$ cat src/logic/hbp_pkg.sv
// Shared constants for the half-bridge fault protection block
package hbp_pkg;
  // ==========================================================
  // Frame layout
  localparam int FRAME_BITS = 16;
  localparam int CHANNELS = 3;
  localparam int DRIVERS = 6;
  localparam int BIT_STATUS_RESET = 0;
  localparam int BIT_DRIVER_LSB = 1;
  localparam int BIT_SHOOT_THROUGH = 12;
  localparam int BIT_OC_DELAY_SELECT = 13;
  localparam int BIT_OVERCURRENT = 13;
  localparam int BIT_UL_SHUTDOWN_ENABLE = 14;
  localparam int BIT_UNDERLOAD = 14;
  localparam int BIT_SUPPLY_FAIL = 15;
  localparam logic [15:0] CONTROL_RESET = 16'h0000;
  // ==========================================================
  // Timing
  localparam int CLOCK_MHZ = 100;
  localparam int OC_SHORT_US = 25;
  localparam int OC_LONG_US = 200;
  localparam int UL_DELAY_US = 200;
  localparam int OC_SHORT_CYCLES = OC_SHORT_US * CLOCK_MHZ;
  localparam int OC_LONG_CYCLES = OC_LONG_US * CLOCK_MHZ;
  localparam int UL_DELAY_CYCLES = UL_DELAY_US * CLOCK_MHZ;
  // ==========================================================
  // Frame and fault interrupt events
  localparam int EVENTS = 4;
  localparam int EV_FRAME = 0;
  localparam int EV_SHOOT = 1;
  localparam int EV_OVERCURRENT = 2;
  localparam int EV_UNDERLOAD = 3;
  // ==========================================================
  // Register bus byte offsets
  localparam logic [11:0] ADDR_STATUS = 12'h000;
  localparam logic [11:0] ADDR_MASK = 12'h004;
  localparam logic [11:0] ADDR_CONTROL = 12'h008;
  localparam logic [11:0] ADDR_FAULT = 12'h00C;
endpackage

$ cat src/logic/half_bridge_fault_protection.sv
// Fault protection and serial control for three half-bridges
// What this block does
// - Both drivers of one channel requested on: force both off, set bit 12
// - Shoot-through flag holds until a frame carries the status-reset bit
// - While shoot-through flag is set, that channel's drivers stay off
// - Overcurrent detect on a driver starts its shutdown timer
// - Overcurrent lasting the whole delay latches the driver off
// - Overcurrent shutdown sets status bit 13 until status reset
// - Overcurrent latch releases only on a frame with status-reset bit set
// - Control bit 13 picks delay: 1 gives 25 us, 0 gives 200 us
// - Changing delay select does not alter a running overcurrent delay
// - No driver turns on while over-temperature shutdown is active
// - Underload is only judged on drivers commanded on
// - Underload lasting beyond the delay sets status bit 14
// - Control bit 14 set: underload fault latches driver off
// - One global underload timer; later underloads expire with it
// - Global timer keeps running while any underload persists
// - Underload flag clears only on status-reset bit 0 received as 1
// - Underload-latched driver stays off until status reset
// - Status shifts out on serial output while control shifts in
//
// Chosen here: the APB register port and the placing of the registers.
module half_bridge_fault_protection #(
  parameter int OC_SHORT = hbp_pkg::OC_SHORT_CYCLES,
  parameter int OC_LONG = hbp_pkg::OC_LONG_CYCLES,
  parameter int UL_DELAY = hbp_pkg::UL_DELAY_CYCLES
) (
  input wire logic clock,
  input wire logic reset_n,
  input wire logic sclk,
  input wire logic cs_n,
  input wire logic si,
  output logic so,
  input wire logic [5:0] overcurrent_detect,
  input wire logic [5:0] underload_detect,
  input wire logic over_temp_shutdown,
  input wire logic thermal_warning,
  input wire logic supply_fail,
  output logic [5:0] half_bridge_output,
  output logic irq,
  input wire logic psel,
  input wire logic penable,
  input wire logic pwrite,
  input wire logic [11:0] paddr,
  input wire logic [31:0] pwdata,
  output logic [31:0] prdata,
  output logic pready,
  output logic pslverr
);
  // Timer width; every delay in cycles must fit a counter this wide
  localparam int TW = 16;

  // ==========================================================
  // Elaboration checks: refuse delays the timers cannot count
  if (OC_SHORT < 1 || OC_SHORT >= 2 ** TW) begin : g_bad_short
    $error("OC_SHORT does not fit the timers");
  end
  if (OC_LONG < 1 || OC_LONG >= 2 ** TW) begin : g_bad_long
    $error("OC_LONG does not fit the timers");
  end
  if (UL_DELAY < 1 || UL_DELAY >= 2 ** TW) begin : g_bad_underload
    $error("UL_DELAY does not fit the timers");
  end

  // Two-stage synchronisers for every pin from outside the clock domain
  typedef struct packed {
    logic [1:0] rst_sync;
    logic [1:0] sclk_s;
    logic [1:0] cs_s;
    logic [1:0] si_s;
    logic [5:0] oc_s1;
    logic [5:0] oc_s;
    logic [5:0] ul_s1;
    logic [5:0] ul_s;
    logic [1:0] ot_s;
    logic [1:0] tw_s;
    logic [1:0] sf_s;
  } sync_state_t;

  // Protection and bus state, kept on the released reset copy
  typedef struct packed {
    logic [15:0] control;
    logic [2:0] shoot_through_flag;
    logic overcurrent_status_flag;
    logic underload_status_flag;
    logic thermal_flag;
    logic supply_flag;
    logic [5:0] oc_latch;
    logic [5:0] ul_latch;
    logic [5:0] drive;
    logic [3:0] irq_status;
    logic [3:0] irq_mask;
    logic irq;
    logic [31:0] prdata;
    logic pready;
    logic pslverr;
  } core_state_t;

  // Registered state and the wires between frame port, timers and core
  sync_state_t sync;
  sync_state_t next_sync;
  core_state_t state;
  core_state_t next_state;
  logic rst_n;
  logic [15:0] status_word;
  logic [15:0] frame_word;
  logic frame_done;
  logic [5:0] oc_expired;
  logic ul_expired;
  logic [TW-1:0] oc_length;
  logic [5:0] commanded;
  logic [5:0] ul_active;

  // ==========================================================
  // Decode helpers
  // Access-phase write to one offset; it lands on the edge that sees ready
  function automatic logic write_hit(
    input logic sel,
    input logic enable,
    input logic write,
    input logic [11:0] addr,
    input logic [11:0] target
  );
    return sel && enable && write && (addr == target);
  endfunction

  // Channel c owns driver 2c (low side) and driver 2c+1 (high side)
  function automatic logic [5:0] channel_pair(input int c);
    logic [5:0] pair;
    pair = 6'h00;
    pair[2 * c] = 1'b1;
    pair[2 * c + 1] = 1'b1;
    return pair;
  endfunction

  // ==========================================================
  // Reset release and pin synchronisers
  always_ff @(posedge clock or negedge reset_n) begin
    if (!reset_n) begin
      sync <= '{rst_sync: 2'b00, sclk_s: 2'b00, cs_s: 2'b11, si_s: 2'b00,
                oc_s1: 6'h00, oc_s: 6'h00, ul_s1: 6'h00, ul_s: 6'h00,
                ot_s: 2'b00, tw_s: 2'b00, sf_s: 2'b00};
    end else begin
      sync <= next_sync;
    end
  end

  always_comb begin
    next_sync = sync;
    next_sync.rst_sync = {sync.rst_sync[0], 1'b1};
    next_sync.sclk_s = {sync.sclk_s[0], sclk};
    next_sync.cs_s = {sync.cs_s[0], cs_n};
    next_sync.si_s = {sync.si_s[0], si};
    next_sync.oc_s1 = overcurrent_detect;
    next_sync.oc_s = sync.oc_s1;
    next_sync.ul_s1 = underload_detect;
    next_sync.ul_s = sync.ul_s1;
    next_sync.ot_s = {sync.ot_s[0], over_temp_shutdown};
    next_sync.tw_s = {sync.tw_s[0], thermal_warning};
    next_sync.sf_s = {sync.sf_s[0], supply_fail};
  end

  // Internal reset asserts at once and releases two edges later
  assign rst_n = sync.rst_sync[1];

  // ==========================================================
  // Status word sent during the next frame
  always_comb begin
    status_word = 16'h0000;
    status_word[hbp_pkg::BIT_SUPPLY_FAIL] = state.supply_flag;
    status_word[hbp_pkg::BIT_UNDERLOAD] = state.underload_status_flag;
    status_word[hbp_pkg::BIT_OVERCURRENT] = state.overcurrent_status_flag;
    status_word[hbp_pkg::BIT_SHOOT_THROUGH] = |state.shoot_through_flag;
    status_word[6:1] = state.drive;
    status_word[0] = state.thermal_flag;
  end

  // Frame port runs on the synchronised pin copies only
  serial_frame #(
    .WIDTH(TW)
  ) u_frame (
    .clock(clock),
    .rst_n(rst_n),
    .sclk_sync(sync.sclk_s[1]),
    .cs_n_sync(sync.cs_s[1]),
    .si_sync(sync.si_s[1]),
    .status_word(status_word),
    .so(so),
    .frame_word(frame_word),
    .frame_done(frame_done)
  );

  // ==========================================================
  // Overcurrent delay chosen when each timer starts
  assign oc_length = state.control[hbp_pkg::BIT_OC_DELAY_SELECT]
                   ? TW'(OC_SHORT) : TW'(OC_LONG);

  // One timer per driver, so each keeps its own start and length
  genvar g;
  generate
    for (g = 0; g < 6; g++) begin : g_oc
      fault_timer #(
        .WIDTH(TW)
      ) u_oc (
        .clock(clock),
        .rst_n(rst_n),
        .run(sync.oc_s[g] && state.drive[g] && !state.oc_latch[g]),
        .length(oc_length),
        .expired(oc_expired[g])
      );
    end
  endgenerate

  // Underload only counts on commanded-on drivers
  assign commanded = state.control[6:1];
  assign ul_active = sync.ul_s & commanded & state.drive;

  // One timer for all channels, running while any underload lasts
  fault_timer #(
    .WIDTH(TW)
  ) u_ul (
    .clock(clock),
    .rst_n(rst_n),
    .run(|ul_active),
    .length(TW'(UL_DELAY)),
    .expired(ul_expired)
  );

  // ==========================================================
  // Flags, latches, drive and bus slave
  always_comb begin
    logic clear;
    logic [15:0] word;
    logic [2:0] attempt;
    logic [5:0] ul_hit;
    logic [5:0] allowed;
    logic [3:0] events;
    clear = frame_done && frame_word[hbp_pkg::BIT_STATUS_RESET];
    word = frame_word;
    attempt = 3'b000;
    ul_hit = ul_active & {6{ul_expired}};
    events = 4'h0;
    allowed = 6'h00;
    next_state = state;
    next_state.pready = 1'b0;
    next_state.pslverr = 1'b0;
    // A complete frame replaces the whole control word
    if (frame_done) begin
      next_state.control = word;
      events[hbp_pkg::EV_FRAME] = 1'b1;
    end
    // Status reset first so a same-cycle fault still wins
    if (clear) begin
      next_state.shoot_through_flag = 3'b000;
      next_state.overcurrent_status_flag = 1'b0;
      next_state.underload_status_flag = 1'b0;
      next_state.oc_latch = 6'h00;
      next_state.ul_latch = 6'h00;
      next_state.thermal_flag = 1'b0;
      next_state.supply_flag = 1'b0;
    end
    // Both sides of one channel requested in the same frame
    for (int c = 0; c < 3; c++) begin
      attempt[c] = frame_done && ((word[6:1] & channel_pair(c)) == channel_pair(c));
    end
    if (attempt != 3'b000) begin
      next_state.shoot_through_flag = next_state.shoot_through_flag | attempt;
      events[hbp_pkg::EV_SHOOT] = 1'b1;
    end
    // Each expired overcurrent timer latches its own driver
    if (oc_expired != 6'h00) begin
      next_state.oc_latch = next_state.oc_latch | oc_expired;
      next_state.overcurrent_status_flag = 1'b1;
      events[hbp_pkg::EV_OVERCURRENT] = 1'b1;
    end
    // Underload always reports; it latches only when shutdown is enabled
    if (ul_hit != 6'h00) begin
      next_state.underload_status_flag = 1'b1;
      events[hbp_pkg::EV_UNDERLOAD] = 1'b1;
      if (state.control[hbp_pkg::BIT_UL_SHUTDOWN_ENABLE]) begin
        next_state.ul_latch = next_state.ul_latch | ul_hit;
      end
    end
    // Warning and supply flags stay set until a status reset
    if (sync.tw_s[1]) begin
      next_state.thermal_flag = 1'b1;
    end
    if (sync.sf_s[1]) begin
      next_state.supply_flag = 1'b1;
    end
    // Gate each driver by its own faults and its channel's flag
    allowed = ~(next_state.oc_latch | next_state.ul_latch);
    for (int c = 0; c < 3; c++) begin
      if (next_state.shoot_through_flag[c]) begin
        allowed = allowed & ~channel_pair(c);
      end
    end
    // Over-temperature overrides every request while it lasts
    if (sync.ot_s[1]) begin
      allowed = 6'h00;
    end
    next_state.drive = next_state.control[6:1] & allowed;
    // Interrupt: set beats write-one-to-clear
    if (write_hit(psel, penable, pwrite, paddr, hbp_pkg::ADDR_STATUS)) begin
      next_state.irq_status = state.irq_status & ~pwdata[3:0];
    end
    next_state.irq_status = next_state.irq_status | events;
    if (write_hit(psel, penable, pwrite, paddr, hbp_pkg::ADDR_MASK)) begin
      next_state.irq_mask = pwdata[3:0];
    end
    next_state.irq = |(next_state.irq_status & next_state.irq_mask);
    // APB: answer in the access cycle's next edge, zero wait states
    if (psel && !penable) begin
      next_state.pready = 1'b1;
      next_state.prdata = 32'h0000_0000;
      // Unmapped offsets answer with an error and zero data
      case (paddr)
        hbp_pkg::ADDR_STATUS: next_state.prdata = {28'h0000000, state.irq_status};
        hbp_pkg::ADDR_MASK: next_state.prdata = {28'h0000000, state.irq_mask};
        hbp_pkg::ADDR_CONTROL: next_state.prdata = {16'h0000, state.control};
        hbp_pkg::ADDR_FAULT: begin
          next_state.prdata = {4'h0, state.ul_latch, state.oc_latch, status_word};
        end
        default: next_state.pslverr = 1'b1;
      endcase
    end
  end

  // Core registers; reset comes from the synchronised copy
  always_ff @(posedge clock or negedge rst_n) begin
    if (!rst_n) begin
      state <= '{control: hbp_pkg::CONTROL_RESET, shoot_through_flag: 3'b000,
                 overcurrent_status_flag: 1'b0, underload_status_flag: 1'b0,
                 thermal_flag: 1'b0, supply_flag: 1'b0, oc_latch: 6'h00,
                 ul_latch: 6'h00, drive: 6'h00, irq_status: 4'h0, irq_mask: 4'h0,
                 irq: 1'b0, prdata: 32'h0000_0000, pready: 1'b0, pslverr: 1'b0};
    end else begin
      state <= next_state;
    end
  end

  // ==========================================================
  // Outputs, each straight from a flip-flop
  assign half_bridge_output = state.drive;
  assign irq = state.irq;
  assign prdata = state.prdata;
  assign pready = state.pready;
  assign pslverr = state.pslverr;
endmodule

$ cat src/logic/serial_frame.sv
// Serial shift port: takes the control word in, shifts status out
module serial_frame #(
  parameter int WIDTH = 16
) (
  input wire logic clock,
  input wire logic rst_n,
  input wire logic sclk_sync,
  input wire logic cs_n_sync,
  input wire logic si_sync,
  input wire logic [WIDTH-1:0] status_word,
  output logic so,
  output logic [WIDTH-1:0] frame_word,
  output logic frame_done
);
  // Elaboration check: the shifter needs at least two bits
  if (WIDTH < 2) begin : g_bad_width
    $error("WIDTH too small");
  end

  typedef struct packed {
    logic sclk_prev;
    logic cs_prev;
    logic [WIDTH-1:0] shift;
    logic [15:0] count;
    logic so;
    logic [WIDTH-1:0] word;
    logic done;
  } frame_state_t;

  frame_state_t state;
  frame_state_t next_state;

  // ==========================================================
  // Mode 0: sample on rising sclk, shift out on falling
  always_comb begin
    next_state = state;
    next_state.sclk_prev = sclk_sync;
    next_state.cs_prev = cs_n_sync;
    next_state.done = 1'b0;
    if (state.cs_prev && !cs_n_sync) begin
      // Frame start: load status, MSB appears at once
      next_state.shift = status_word;
      next_state.so = status_word[WIDTH-1];
      next_state.count = 16'h0000;
    end else if (!cs_n_sync && sclk_sync && !state.sclk_prev) begin
      next_state.shift = {state.shift[WIDTH-2:0], si_sync};
      if (state.count != 16'hFFFF) begin
        next_state.count = state.count + 16'h0001;
      end
    end else if (!cs_n_sync && !sclk_sync && state.sclk_prev) begin
      next_state.so = state.shift[WIDTH-1];
    end
    // Short frames are ignored, long ones keep the last word in
    if (!state.cs_prev && cs_n_sync) begin
      if (32'(state.count) >= WIDTH) begin
        next_state.word = state.shift;
        next_state.done = 1'b1;
      end
    end
  end

  always_ff @(posedge clock or negedge rst_n) begin
    if (!rst_n) begin
      state <= '{sclk_prev: 1'b0, cs_prev: 1'b1, shift: '0, count: 16'h0000,
                 so: 1'b0, word: '0, done: 1'b0};
    end else begin
      state <= next_state;
    end
  end

  assign so = state.so;
  assign frame_word = state.word;
  assign frame_done = state.done;
endmodule

$ cat src/logic/fault_timer.sv
// Down-counter for a fault delay, loaded with its length at start
module fault_timer #(
  parameter int WIDTH = 16
) (
  input wire logic clock,
  input wire logic rst_n,
  input wire logic run,
  input wire logic [WIDTH-1:0] length,
  output logic expired
);
  // Elaboration check: a one-bit counter cannot hold a delay
  if (WIDTH < 2) begin : g_bad_width
    $error("WIDTH too small");
  end

  typedef struct packed {
    logic active;
    logic [WIDTH-1:0] left;
  } timer_state_t;

  timer_state_t state;
  timer_state_t next_state;

  // ==========================================================
  // Length captured at start only, so later changes do nothing
  always_comb begin
    next_state = state;
    if (!run) begin
      next_state.active = 1'b0;
      next_state.left = '0;
    end else if (!state.active) begin
      next_state.active = 1'b1;
      next_state.left = length;
    end else if (state.left != '0) begin
      next_state.left = state.left - WIDTH'(1);
    end
  end

  always_ff @(posedge clock or negedge rst_n) begin
    if (!rst_n) begin
      state <= '{active: 1'b0, left: '0};
    end else begin
      state <= next_state;
    end
  end

  assign expired = state.active && (state.left == '0);
endmodule

$ cat config.mk
export PLATFORM = sky130hd
export DESIGN_NAME = half_bridge_fault_protection
export DESIGN_NICKNAME = d
export VERILOG_FILES = /design/src/logic/hbp_pkg.sv /design/src/logic/half_bridge_fault_protection.sv /design/src/logic/serial_frame.sv /design/src/logic/fault_timer.sv
export SDC_FILE = /design/constraint.sdc
export NUM_CORES = 1
export LEC_CHECK = 0
export ABC_AREA = 1
export BUFFER_PORTS_ARGS = -buffer_cell sky130_fd_sc_hd__buf_2
export CORE_MARGIN = 5
export CORE_UTILIZATION = 50
export DETAILED_ROUTE_END_ITERATION = 8
export PLACE_DENSITY = 0.71
export SLEW_MARGIN = 40
export SYNTH_ARGS = -nofsm -noshare
export SYNTH_HDL_FRONTEND = slang
export SYNTH_SLANG_ARGS = --single-unit
export TNS_END_PERCENT = 30
$ cat constraint.sdc
create_clock -name clock -period 9.05 [get_ports clock]
set_clock_uncertainty 0.1 [all_clocks]
set_input_delay 0 -clock clock [delete_from_list [all_inputs] [get_ports clock]]
set_output_delay 0 -clock clock [all_outputs]
set_load 0.01 [all_outputs]
[Word-level counts from Yosys, hierarchy flattened]
Index checks and enable logic that the tools add are counted.
W data, S select, Z words.
Word-level totals
  register bits after elaboration: 289
  output and inout port bits: 42
Operators by class
  add/sub/neg operators: 8
  $lt $le $gt $ge: 1
  equality and inequality tests: 15
  multiplexer cells: 52
  bitwise operators: 13
  reductions and logical operators: 77
Operators by type and width (count)
  $mux W16: 15
  $mux W17: 7
  $logic_not A16 Y1: 7
  $pmux W28 S4: 1
  $reduce_bool A16 Y1: 7
  $sub A16 B1 Y16 const B: 7
  $logic_and A1 B1 Y1: 34
  $mux W33: 1
  $mux W32: 1
  $mux W6: 5
  $and A6 B6 Y6: 4
  $eq A12 B4 Y1 const B: 2
  $ne A3 B3 Y1 const B: 7
  $mux W19: 1
  $or A6 B6 Y6: 3
  $add A16 B1 Y16 const B: 1
  $ge A16 B5 Y1 const B: 1
  $ne A16 B16 Y1 const B: 1
  $mux W15: 1
  $reduce_bool A2 Y1: 7
  $mux W1: 13
  $eq A12 B3 Y1 const B: 1
  $logic_not A12 Y1: 1
  $mux W4: 3
  17 further kinds: 35

[Depth between registers and ports, before layout]
Gate-level depths: netlist (run 1).
  depth after elaboration: 13
  depth in mapped cells: 12

[Modules after synthesis]
Synthesis (run 1) repeated with hierarchy kept, for this count alone.
Second synthesis, totals
  cell total of the unflattened synthesis: 2105
  area, all modules: 16229.3 um^2
Modules (own cells, without submodules)
  fault_timer: times used 7, cells an instance 179, area each 1224.9 um^2
  half_bridge_fault_protection: times used 1, cells an instance 497, area each 4860.9 um^2
  serial_frame: times used 1, cells an instance 355, area each 2793.9 um^2

[Least setup slack after synthesis (run 1)]
Ideal clock, no wire load.
  path type: reg2reg
  start: register u_frame.state[18] in the netlist's numbering
  end: register u_frame.state[29] in the netlist's numbering
  setup time: 0.118 ns
  data arrival time: 1.512 ns
  data required time: 8.832 ns
  setup slack: 7.320 ns
  stages on the path, launching flop included: 12
  period minus slack after synthesis: 1.730 ns
  cells stage by stage: dfrtp_1 -> ha_1 -> nand3_2 -> nor2_2 -> nand2_1 -> nor2_1 -> nand2_1 -> nand2_4 -> inv_6 -> buf_12 -> nand3b_1 -> nand2_1
Between the ends
  longest elaborated chain between the ends: 4
  elaborated cells on any way between the ends: 7
RTL lines
  start, declared: line serial_frame.sv:30  | frame_state_t state;
  start signal, assigned: line serial_frame.sv:64  | state <= '{sclk_prev: 1'b0, cs_prev: 1'b1, shift: '0, count: 16'h0000,
  start signal, assigned: line serial_frame.sv:67  | state <= next_state;
  $add A16 B1 Y16: line serial_frame.sv:48  | next_state.count = state.count + 16'h0001;
  $mux W16: line serial_frame.sv:47  | if (state.count != 16'hFFFF) begin
  $mux W32: line serial_frame.sv:45  | end else if (!cs_n_sync && sclk_sync && !state.sclk_prev) begin
  $mux W33: line serial_frame.sv:40  | if (state.cs_prev && !cs_n_sync) begin
Parallel ways exist; a longest one is shown, timed or not. The select of a mux whose other input is x is not followed.
A chain may end at the register's enable or synchronous reset.

==> results of run 1 <==
==> timing repair <==
item	in CTS	in global routing
setup buffers	0	0
endpoints found under the hold margin	89	0
hold buffers	61	0
endpoints found under the setup margin	0	0
==> flip-flops by register name, summed over array words and instances, names as in the netlist, 6 cells and up <==
name	cells
commanded	6
g_oc.u_oc.state	102
half_bridge_output	6
next_sync	19
prdata	28
state	37
sync	18
u_frame.frame_word	16
u_frame.state	34
u_ul.state	17
==> cell type report <==
class | instances | area (um^2)
Fill cell | 2369 | 11090
Sequential cell | 289 | 7239
Multi-Input combinational cell | 1073 | 5265
Timing Repair Buffer | 143 | 1060
Clock buffer | 46 | 892.1
Inverter | 235 | 888.4
Tap cell | 341 | 426.7
Clock inverter | 11 | 167.7
==> worst max-delay path by stage <==
stage	start	endpoint	slack, ns	cells after the start
after global placement	rst_n	prdata[16]	6.37	2
after detailed placement	rst_n	g_oc[0].u_oc.state[10]	6.60	2
final	paddr[3]	irq	5.92	14
after floorplan	rst_n	commanded[0]	1.38	0
after global routing	paddr[3]	irq	5.80	14
after CTS	penable	irq	6.10	14
==> cell families (layout without fill, tap and decap cells) <==
kind of cell | count (synthesis) | after routing | share of synthesized area
adder cells (fa/ha/maj) | 16 | 16 | 0.01452
XOR/XNOR | 41 | 41 | 0.02605
buffers and inverters | 300 | 435 | 0.09465
AO/OA/AOI/OAI | 253 | 253 | 0.1020
flip-flops | 289 | 289 | 0.5248
AND/OR/NAND/NOR | 758 | 758 | 0.2374
other | 2 | 5 | 0.0005447
==> metrics by stage <==
stage	cells	area, um^2
6_report	2138	15940
5_1_grt	2138	15940
4_1_cts	2138	15940
3_5_place_dp	2020	14250
3_3_place_gp	2020	14240
2_1_floorplan	1662	13800
==> cell usage in the layout (no fill, tap or decap), types with 6 or more instances in the layout <==
| master | count |
|---|---|
| o21ai_0 | 127 |
| o21ai_1 | 10 |
| nor2_1 | 200 |
| a21oi_1 | 51 |
| inv_1 | 227 |
| ha_1 | 16 |
| xor2_1 | 31 |
| nand2_1 | 333 |
| clkbuf_1 | 9 |
| nand4_1 | 39 |
| a31oi_1 | 15 |
| clkbuf_8 | 6 |
| nand3_1 | 98 |
| o31ai_1 | 10 |
| nand3b_1 | 6 |
| o21ai_2 | 7 |
| xnor2_1 | 10 |
| dlygate4sd3_1 | 60 |
| clkbuf_16 | 31 |
| dfrtp_1 | 285 |
| o211ai_1 | 10 |
| nor3_1 | 48 |
| nor4_1 | 10 |
| o22ai_1 | 14 |
| buf_2 | 75 |
==> per-layer routing <==
| layer | GRT usage | up-vias | part of all wire |
|---|---|---|---|
| met2 | 0.3452 | 309 | 0.47 |
| met5 | 0 | - | 0 |
| met1 | 0.2800 | 5328 | 0.45 |
| met3 | 0.02805 | 74 | 0.050 |
| met4 | 0.05978 | 0 | 0.029 |
| li1 | - | 5565 | - |
==> cell usage after synthesis (all sizes together) (4+ instances only) <==
library cell | number | share of area
o211ai | 10 | 0.0054
nor3 | 51 | 0.020
dfrtp | 286 | 0.52
a21oi | 51 | 0.019
clkbuf | 17 | 0.0046
o21ai | 144 | 0.054
buf | 48 | 0.026
nand4 | 39 | 0.018
o31ai | 10 | 0.0054
a31oi | 15 | 0.0068
o22ai | 14 | 0.0064
xor2 | 31 | 0.020
or2 | 4 | 0.0018
o21bai | 4 | 0.0022
inv | 232 | 0.064
ha | 16 | 0.015
nand3 | 101 | 0.037
nor2 | 208 | 0.059
nand2 | 338 | 0.093
xnor2 | 10 | 0.0064
nor4 | 10 | 0.0045
nand3b | 6 | 0.0033
==> power breakdown <==
part           total (mW)  internal [mW]  leakage, nW  switching (mW)
combinational       0.109         0.0391         4.25          0.0700
sequential           1.33           1.32         3.85          0.0186
clock                1.30          0.793        0.513           0.506
total                2.74           2.15         8.62           0.595
==> results.ini, run 1 <==
[logic_synthesis]
netlist_instances=1659
synth.yosys.warnings=0
syn_area_um2=13790
async_flop_share=1.000
ys_seq_area_frac=0.5248
ys_types=46
synth_ff_type=dfrtp_1
syn_avg_cell_area_um2=8.310
synth_edf_count=0
ys_ff_latch=289

[setup_path]
reg2reg_to=u_frame.state[21]
path_buf_inv=7
max_stage_delay_ns=0.69
reg2reg_from=u_frame.state[50]
cp-start-kind=input pin
crit_slowest_cell=dlygate4sd3_1
cp_common_cell=dlygate4sd3_1
worstPathCellList=dlygate4sd3_1, buf_2, inv_1, nand2_1, dlygate4sd3_1, nor2_1, dlygate4sd3_1, nand4_1, dlygate4sd3_1, nand3_1, nand2_1, nand2_1, inv_1, nand3_1
worst-path-max-fanout=6
r2r_setup_slack_ns=6.60
cp-end-kind=flop
crit_family=buffers and inverters
required_ns=9.43
critPathArrivalTime_ns=3.51
reg2regPathDepth=8
timing_worst_setup_path_type=in2reg

[routing]
dr.pass1.iters=5
drt_wl_total_mm=31.85
vias=11280
viasPerCell=5.274
drt_iter0_markers=840
drc_errors=0
wl_per_cell_um=14.90
ant_nets=0

[worst_hold_path]
min_path_type=in2reg
holdPathStages=2
hold_start=overcurrent_detect[4]
hold_path_end=next_sync[22]

[global_routing]
antenna_found_initial=0
grt_max_degree=75
grt_use_total=0.2053
grt_pass1_vias=11080
grt_overflow=0
grt_pass1_wl_mm=53.40

[cts]
cts_buffers=31
htree_levels=1
clk_pin_slew_ns=0.06
clk_latency_ns=0.56
clock-root-buffer=clkbuf_16
clock-sinks=289
cts_tree=built
cts_max_path_buffers=3
post_cts_resized=0

[placed_design]
dp_hpwl_mm=21.64
gp_congestion=0.9014
dp_slack_ns=6.603
io_buffers=76

[sta]
max_slew_margin=0.5534
max_freq_mhz=319.8
finalSetupTns_ns=0
finalWorstSetupSlack_ns=5.923
period_share=0.3455
setup_viol=0
holdWs_ns=0.01100
fin_crit_ns=3.127
finalHoldViolations=0
report.final.slew_viol_count=0
grt_setup_unrepaired=no
tightest_slew_ns=0.6699

[power_and_ir_drop]
power-per-cell-area_nw_per_um2=172.1
leakagePower_nw=8.616
peakVddDrop_uv=140.1
power_mw=2.743

[floorplan]
die_x_um=176.1
die_y_um=176.1
row_count=60
pin_count=109
coreArea_um2=27030
dieArea_um2=31000
start_util=0.5101

[flow_run]
drv_cap=0

[layout]
drive_gt1_frac=0.09460
antenna_cells=0
fin_util=0.5898
syn_to_final_growth_pct=15.61
nets=1856

[status]
status=finished clean

(Power assumes the default switching activity.)
==> run 2: changes to the inputs <==
--- a/config.mk
+++ b/config.mk
@@ -10,7 +10,7 @@
 export CORE_MARGIN = 5
 export CORE_UTILIZATION = 50
 export DETAILED_ROUTE_END_ITERATION = 8
-export PLACE_DENSITY = 0.71
+export PLACE_DENSITY = 0.74
 export SLEW_MARGIN = 40
 export SYNTH_ARGS = -nofsm -noshare
 export SYNTH_HDL_FRONTEND = slang
==> constraint.sdc (replaced) <==
create_clock -name clock -period 2.74 [get_ports clock]
set_clock_uncertainty 0.1 [all_clocks]
set_input_delay 0 -clock clock [delete_from_list [all_inputs] [get_ports clock]]
set_output_delay 0 -clock clock [all_outputs]
set_load 0.01 [all_outputs]
==> run 2 against run 1 <==
Compared with the run above:
- wire length fell by 0.33%
- flip-flop and latch count did not move
- clock-buffer cell count fell by 4
- utilization rose by 0.25 points
- via count rose by 1.5%
- critical path type unchanged
==> results.ini, run 2 (synthesis results as in run 1) <==
[sta]
report.final.slew_viol_count=0  ; unchanged
finalHoldViolations=0  ; unchanged
tightest_slew_ns=0.5613  ; was 0.6699 ns
max_freq_mhz=381.2
finalSetupTns_ns=0  ; unchanged
setup_viol=0  ; unchanged
max_slew_margin=0.6229  ; was 0.5534
period_share=0.9575
grt_setup_unrepaired=no  ; unchanged
fin_crit_ns=2.624

[setup_path]
worst-path-max-fanout=6  ; unchanged
cp-start-kind=input pin  ; unchanged
critPathArrivalTime_ns=2.96  ; was 3.51 ns
crit_start=paddr[3]  ; unchanged
timing_worst_setup_path_type=in2reg  ; unchanged
required_ns=3.08  ; was 9.43 ns
reg2reg_from=g_oc[2].u_oc.state[0]  ; was u_frame.state[50]
cp-end-kind=flop  ; unchanged

[routing]
dr.pass1.iters=7  ; was 5
viasPerCell=5.348  ; was 5.274
ant_nets=0  ; unchanged
drc_errors=0  ; unchanged
drt_iter0_markers=836  ; was 840
vias=11450  ; was 11280
wl_per_cell_um=14.83  ; was 14.90 um
drt_wl_total_mm=31.75  ; was 31.85 mm

[power_and_ir_drop]
leakagePower_nw=8.675  ; was 8.616 nW
power_mw=9.103  ; was 2.743 mW
peakVddDrop_uv=605.1  ; was 140.1 uV
power-per-cell-area_nw_per_um2=568.7  ; was 172.1 nW/um^2

[floorplan]
die_y_um=176.1  ; unchanged
pin_count=109  ; unchanged
row_count=60  ; unchanged
start_util=0.5101  ; unchanged
coreArea_um2=27030  ; unchanged
dieArea_um2=31000  ; unchanged
die_x_um=176.1  ; unchanged

[status]
status=finished clean  ; unchanged

[global_routing]
grt_pass1_wl_mm=53.32  ; was 53.40 mm
grt_pass1_vias=11260  ; was 11080
grt_max_degree=89  ; was 75
antenna_found_initial=1  ; was 0
grt_use_total=0.2036  ; was 0.2053
grt_overflow=0  ; unchanged

[cts]
cts_buffers=30  ; was 31
cts_tree=built  ; unchanged
cts_max_path_buffers=3  ; unchanged
clk_pin_slew_ns=0.06  ; about the same
clock-root-buffer=clkbuf_16  ; unchanged
clock-sinks=289  ; unchanged
clk_latency_ns=0.56  ; about the same
htree_levels=1  ; unchanged

[layout]
regArea_um2=7239  ; unchanged
largest_register=g_oc.u_oc.state  ; unchanged
fillerInstances=2289  ; was 2369
largest_reg_flops=102  ; unchanged
multiInputGateArea_um2=5268  ; was 5265 um^2
antenna_cells=0  ; unchanged
reg.largest.list=g_oc.u_oc.state (102), state (37), u_frame.state (34)  ; unchanged
layout_common_cells=333 x nand2_1, 285 x dfrtp_1, 227 x inv_1  ; unchanged
drive_gt1_frac=0.1000  ; was 0.09460
nets=1859  ; was 1856
final_common_cell=nand2_1  ; unchanged
syn_to_final_growth_pct=16.10  ; was 15.61%

[placed_design]
dp_hpwl_mm=21.80  ; was 21.64 mm
gp_congestion=0.9236  ; was 0.9014
io_buffers=76  ; unchanged

[worst_hold_path]
min_path_type=in2reg  ; unchanged
hold_start=overcurrent_detect[0]  ; was overcurrent_detect[4]

[flow_run]
drv_cap=0  ; unchanged

[run 2: changes by cell type in the layout (fill, tap and decap cells not counted), sizes merged]
cell	before	now
inv	233	232
clkbuf	46	42
buf	83	89
clkinvlp	2	3
dlygate4sd3	60	57
clkinv	7	10
dlymetal6s4s	0	1
[run 2: power by group]
part	switching, mW	internal, mW	leakage, nW	total, mW
sequential	0.0547	4.35	3.85	4.40
combinational	0.238	0.135	4.30	0.373
clock	1.70	2.63	0.522	4.33
total	1.99	7.11	8.68	9.10
[run 2: final cells by class]
type                            count  share of cell area
Clock buffer                       42             0.05542
Multi-Input combinational cell   1073              0.3291
Sequential cell                   289              0.4523
Clock inverter                     14             0.01157
Timing Repair Buffer              147             0.06957
Tap cell                          341             0.02666
Inverter                          235             0.05542
[run 2: critical path, stage by stage]
cell and delay [ns]:
dlygate4sd3_1 0.53, buf_2 0.12, inv_1 0.13, nand2_1 0.07
dlygate4sd3_1 0.59, nor2_2 0.24, dlygate4sd3_1 0.66, nand3_1 0.13
o21ai_0 0.20, nand2_1 0.12, nand2_1 0.08, nand3_1 0.07
[run 2: what timing repair did]
action	4_1_cts	5_1_grt
hold endpoints to repair	89	0
gates resized for setup	0	3
setup buffers	0	0
hold buffers	59	0
endpoints found under the setup margin	0	3
[run 2: path summary, 6_finish.rpt]
kind,cells after the start,slack (ns),to
max,12,0.12,irq
min,2,0.009,next_sync[18]
max reg2reg,11,0.72,g_oc[2].u_oc.state[14]
min reg2reg,0,0.09,g_oc[5].u_oc.state[0]
max in group asynchronous,1,1.73,g_oc[1].u_oc.state[12]
min in group asynchronous,0,0.09,g_oc[5].u_oc.state[0]
[run 2: metal layers]
metal,part of all wire,GRT usage
met1,0.44,0.2769
met2,0.48,0.3411
met3,0.048,0.02762
met4,0.032,0.06433
met5,0.00041,0
[run 2: through the flow]
step	std cells	hold WS [ns]	util	setup slack, ns	area, um^2
floorplan	1662	-0.3956	-	0.09889	13800
global placement	2026	0.007936	0.5298	0.7705	14320
detailed placement	2026	-0.08554	0.5299	0.7421	14320
CTS	2141	0.0004491	0.5918	0.1842	15990
global route	2141	0.003049	0.5923	0.005747	16010
finish	2141	0.008839	0.5923	0.1165	16010
==> run 3: changes to the inputs <==
--- a/config.mk
+++ b/config.mk
@@ -10,7 +10,7 @@
 export CORE_MARGIN = 5
 export CORE_UTILIZATION = 50
 export DETAILED_ROUTE_END_ITERATION = 8
-export PLACE_DENSITY = 0.74
+export PLACE_DENSITY = 0.71
 export SLEW_MARGIN = 40
 export SYNTH_ARGS = -nofsm -noshare
 export SYNTH_HDL_FRONTEND = slang
==> constraint.sdc (replaced) <==
create_clock -name clock -period 2.6 [get_ports clock]
set_clock_uncertainty 0.1 [all_clocks]
set_input_delay 0 -clock clock [delete_from_list [all_inputs] [get_ports clock]]
set_output_delay 0 -clock clock [all_outputs]
set_load 0.01 [all_outputs]
==> run 3 against run 2 <==
Compared with the run above:
- sequential power increased by 5.5%
- register-to-register slack got worse by 0.13 ns
- largest cell class unchanged
- utilization is 0.13 points lower
- non-clock buffer count shrank 2
- total power grew 4.2%
- final area fell by 0.21%
- critical path depth rose by 1
- clock power is 3% higher
==> results.ini, run 3 (synthesis results as in run 1) <==
[power_and_ir_drop]
leakagePower_nw=8.647  ; was 8.675 nW
peakVddDrop_uv=497.8  ; was 605.1 uV
power-per-cell-area_nw_per_um2=593.6  ; was 568.7 nW/um^2

[setup_path]
max_stage_delay_ns=0.70  ; was 0.66 ns
crit_start=penable  ; was paddr[3]
required_ns=2.93  ; was 3.08 ns
crit_slowest_cell=dlygate4sd3_1  ; unchanged
cp-end-kind=flop  ; unchanged
worst-path-max-fanout=4  ; was 6
cp_common_cell=nand2_1
reg2reg_from=g_oc[1].u_oc.state[16]  ; was g_oc[2].u_oc.state[0]
critPathArrivalTime_ns=2.82  ; was 2.96 ns
worstPathCellList=dlygate4sd3_1, buf_2, nand2_1, dlygate4sd3_1, nor2_2, dlygate4sd3_1, nand3_1, nand2_1, nand3_1, nand2_1, nand2_1, inv_1, nand3_1  ; was dlygate4sd3_1, buf_2, inv_1, nand2_1, dlygate4sd3_1, nor2_2, dlygate4sd3_1, nand3_1, o21ai_0, nand2_1, nand2_1, nand3_1
timing_worst_setup_path_type=in2reg  ; unchanged
cp-start-kind=input pin  ; unchanged

[routing]
met1_length_mm=14.32  ; was 14.02 mm
wl_per_cell_um=14.98  ; was 14.83 um
dr_wl_met2_mm=15.34  ; was 15.15 mm
top_layer=met4  ; was met5
vias=11340  ; was 11450
dr.pass1.iters=6  ; was 7
drt_wl_total_mm=32.02  ; was 31.75 mm
drt_iter0_markers=998  ; was 836
dr_wl_met3_mm=1.509  ; was 1.536 mm
drc_errors=0  ; unchanged
viasPerCell=5.307  ; was 5.348
ant_nets=0  ; unchanged

[sta]
tightest_slew_ns=0.6618  ; was 0.5613 ns
finalHoldViolations=0  ; unchanged
fin_crit_ns=2.487
report.final.slew_viol_count=0  ; unchanged
max_slew_margin=0.5588  ; was 0.6229
period_share=0.9566
grt_setup_unrepaired=no  ; unchanged
holdWs_ns=0.01785  ; was 0.008839 ns
setup_viol=0  ; unchanged
max_freq_mhz=402.1

[placed_design]
dp_cells=2029  ; was 2026
dp_hpwl_mm=21.85  ; was 21.80 mm
io_buffers=76  ; unchanged
gp_congestion=0.8663  ; was 0.9236

[cts]
cts_tree=built  ; unchanged
clock-sinks=289  ; unchanged
cts_buffers=30  ; unchanged
htree_levels=1  ; unchanged
clk_pin_slew_ns=0.06  ; about the same
cts_setup_buffers=0  ; unchanged
clk_latency_ns=0.55  ; was 0.56 ns
cts_max_path_buffers=3  ; unchanged
clock-root-buffer=clkbuf_16  ; unchanged

[layout]
regArea_um2=7239  ; unchanged
stdcell_count=2137  ; was 2141
fillerInstances=2342  ; was 2289
final_common_cell=nand2_1  ; unchanged
nets=1857  ; was 1859
antenna_cells=0  ; unchanged
reg.largest.list=g_oc.u_oc.state (102), state (37), u_frame.state (34)  ; unchanged
largest_reg_flops=102  ; unchanged
largest_register=g_oc.u_oc.state  ; unchanged
layout_common_cells=334 x nand2_1, 285 x dfrtp_1, 227 x inv_1  ; was 333 x nand2_1, 285 x dfrtp_1, 227 x inv_1
drive_gt1_frac=0.1002  ; was 0.1000
multiInputGateArea_um2=5268  ; unchanged
syn_to_final_growth_pct=15.85  ; was 16.10%

[flow_run]
drv_cap=0  ; unchanged

[global_routing]
grt_overflow=0  ; unchanged
grt_pass1_wl_mm=54.04  ; was 53.32 mm
grt_max_degree=65  ; was 89
grt_pass1_vias=11220  ; was 11260
grt_use_total=0.2073  ; was 0.2036
antenna_found_initial=0  ; was 1

[status]
status=finished clean  ; unchanged

[floorplan]
start_util=0.5101  ; unchanged
dieArea_um2=31000  ; unchanged
die_x_um=176.1  ; unchanged
die_y_um=176.1  ; unchanged
pin_count=109  ; unchanged
row_count=60  ; unchanged
coreArea_um2=27030  ; unchanged

[worst_hold_path]
hold_start=underload_detect[0]  ; was overcurrent_detect[0]
min_path_type=in2reg  ; unchanged

## run 3: final cells by class
| class | instances | area share |
|---|---|---|
| Timing Repair Buffer | 145 | 0.06909 |
| Clock inverter | 10 | 0.008382 |
| Tap cell | 341 | 0.02671 |
| Multi-Input combinational cell | 1073 | 0.3298 |
| Clock buffer | 44 | 0.05726 |
| Inverter | 235 | 0.05554 |
| Sequential cell | 289 | 0.4532 |
## run 3: timing repair
item	4_1_cts	5_1_grt
hold buffers	55	0
endpoints found under the hold margin	89	0
endpoints found under the setup margin	0	4
gates resized for setup	0	3
## run 3: final timing paths
path                                          end  slack [ns]  cells past startpoint
min in group asynchronous   g_oc[5].u_oc.state[0]        0.27                      0
max in group asynchronous  g_oc[1].u_oc.state[15]        1.37                      1
min reg2reg                                 rst_n        0.25                      0
max reg2reg                g_oc[1].u_oc.state[10]        0.59                      9
min                                  next_sync[6]        0.02                      2
max                                           irq        0.11                     13
## run 3: metrics by stage
step	cell area (um^2)	setup TNS [ns]	setup WS (ns)	total power [mW]	utilization
finish	15970	0	0.1128	9.481	0.5910
global route	15970	0	0.02899	9.843	0.5910
CTS	15970	0	0.09655	9.578	0.5910
detailed placement	14360	0	0.6348	5.056	0.5312
global placement	14350	0	0.6805	5.045	0.5311
floorplan	13800	-10.28	-0.04111	4.920	-
## run 3: metal layers
layer	up-vias	GRT usage
met5	-	0
met4	0	0.05653
met3	75	0.02698
met2	307	0.3488
met1	5415	0.2852
li1	5543	-
## run 3: critical path, delay by kind of cell
family        cells  cell delay, ns
buf+inv           5            1.97
simple gates      8            0.84
## run 3: report_power, final
part | total (mW) | internal (mW) | switching [mW] | leakage [nW]
registers | 4.64 | 4.58 | 0.0645 | 3.85
logic | 0.389 | 0.144 | 0.245 | 4.29
clock network | 4.45 | 2.72 | 1.73 | 0.514
total | 9.48 | 7.44 | 2.04 | 8.65
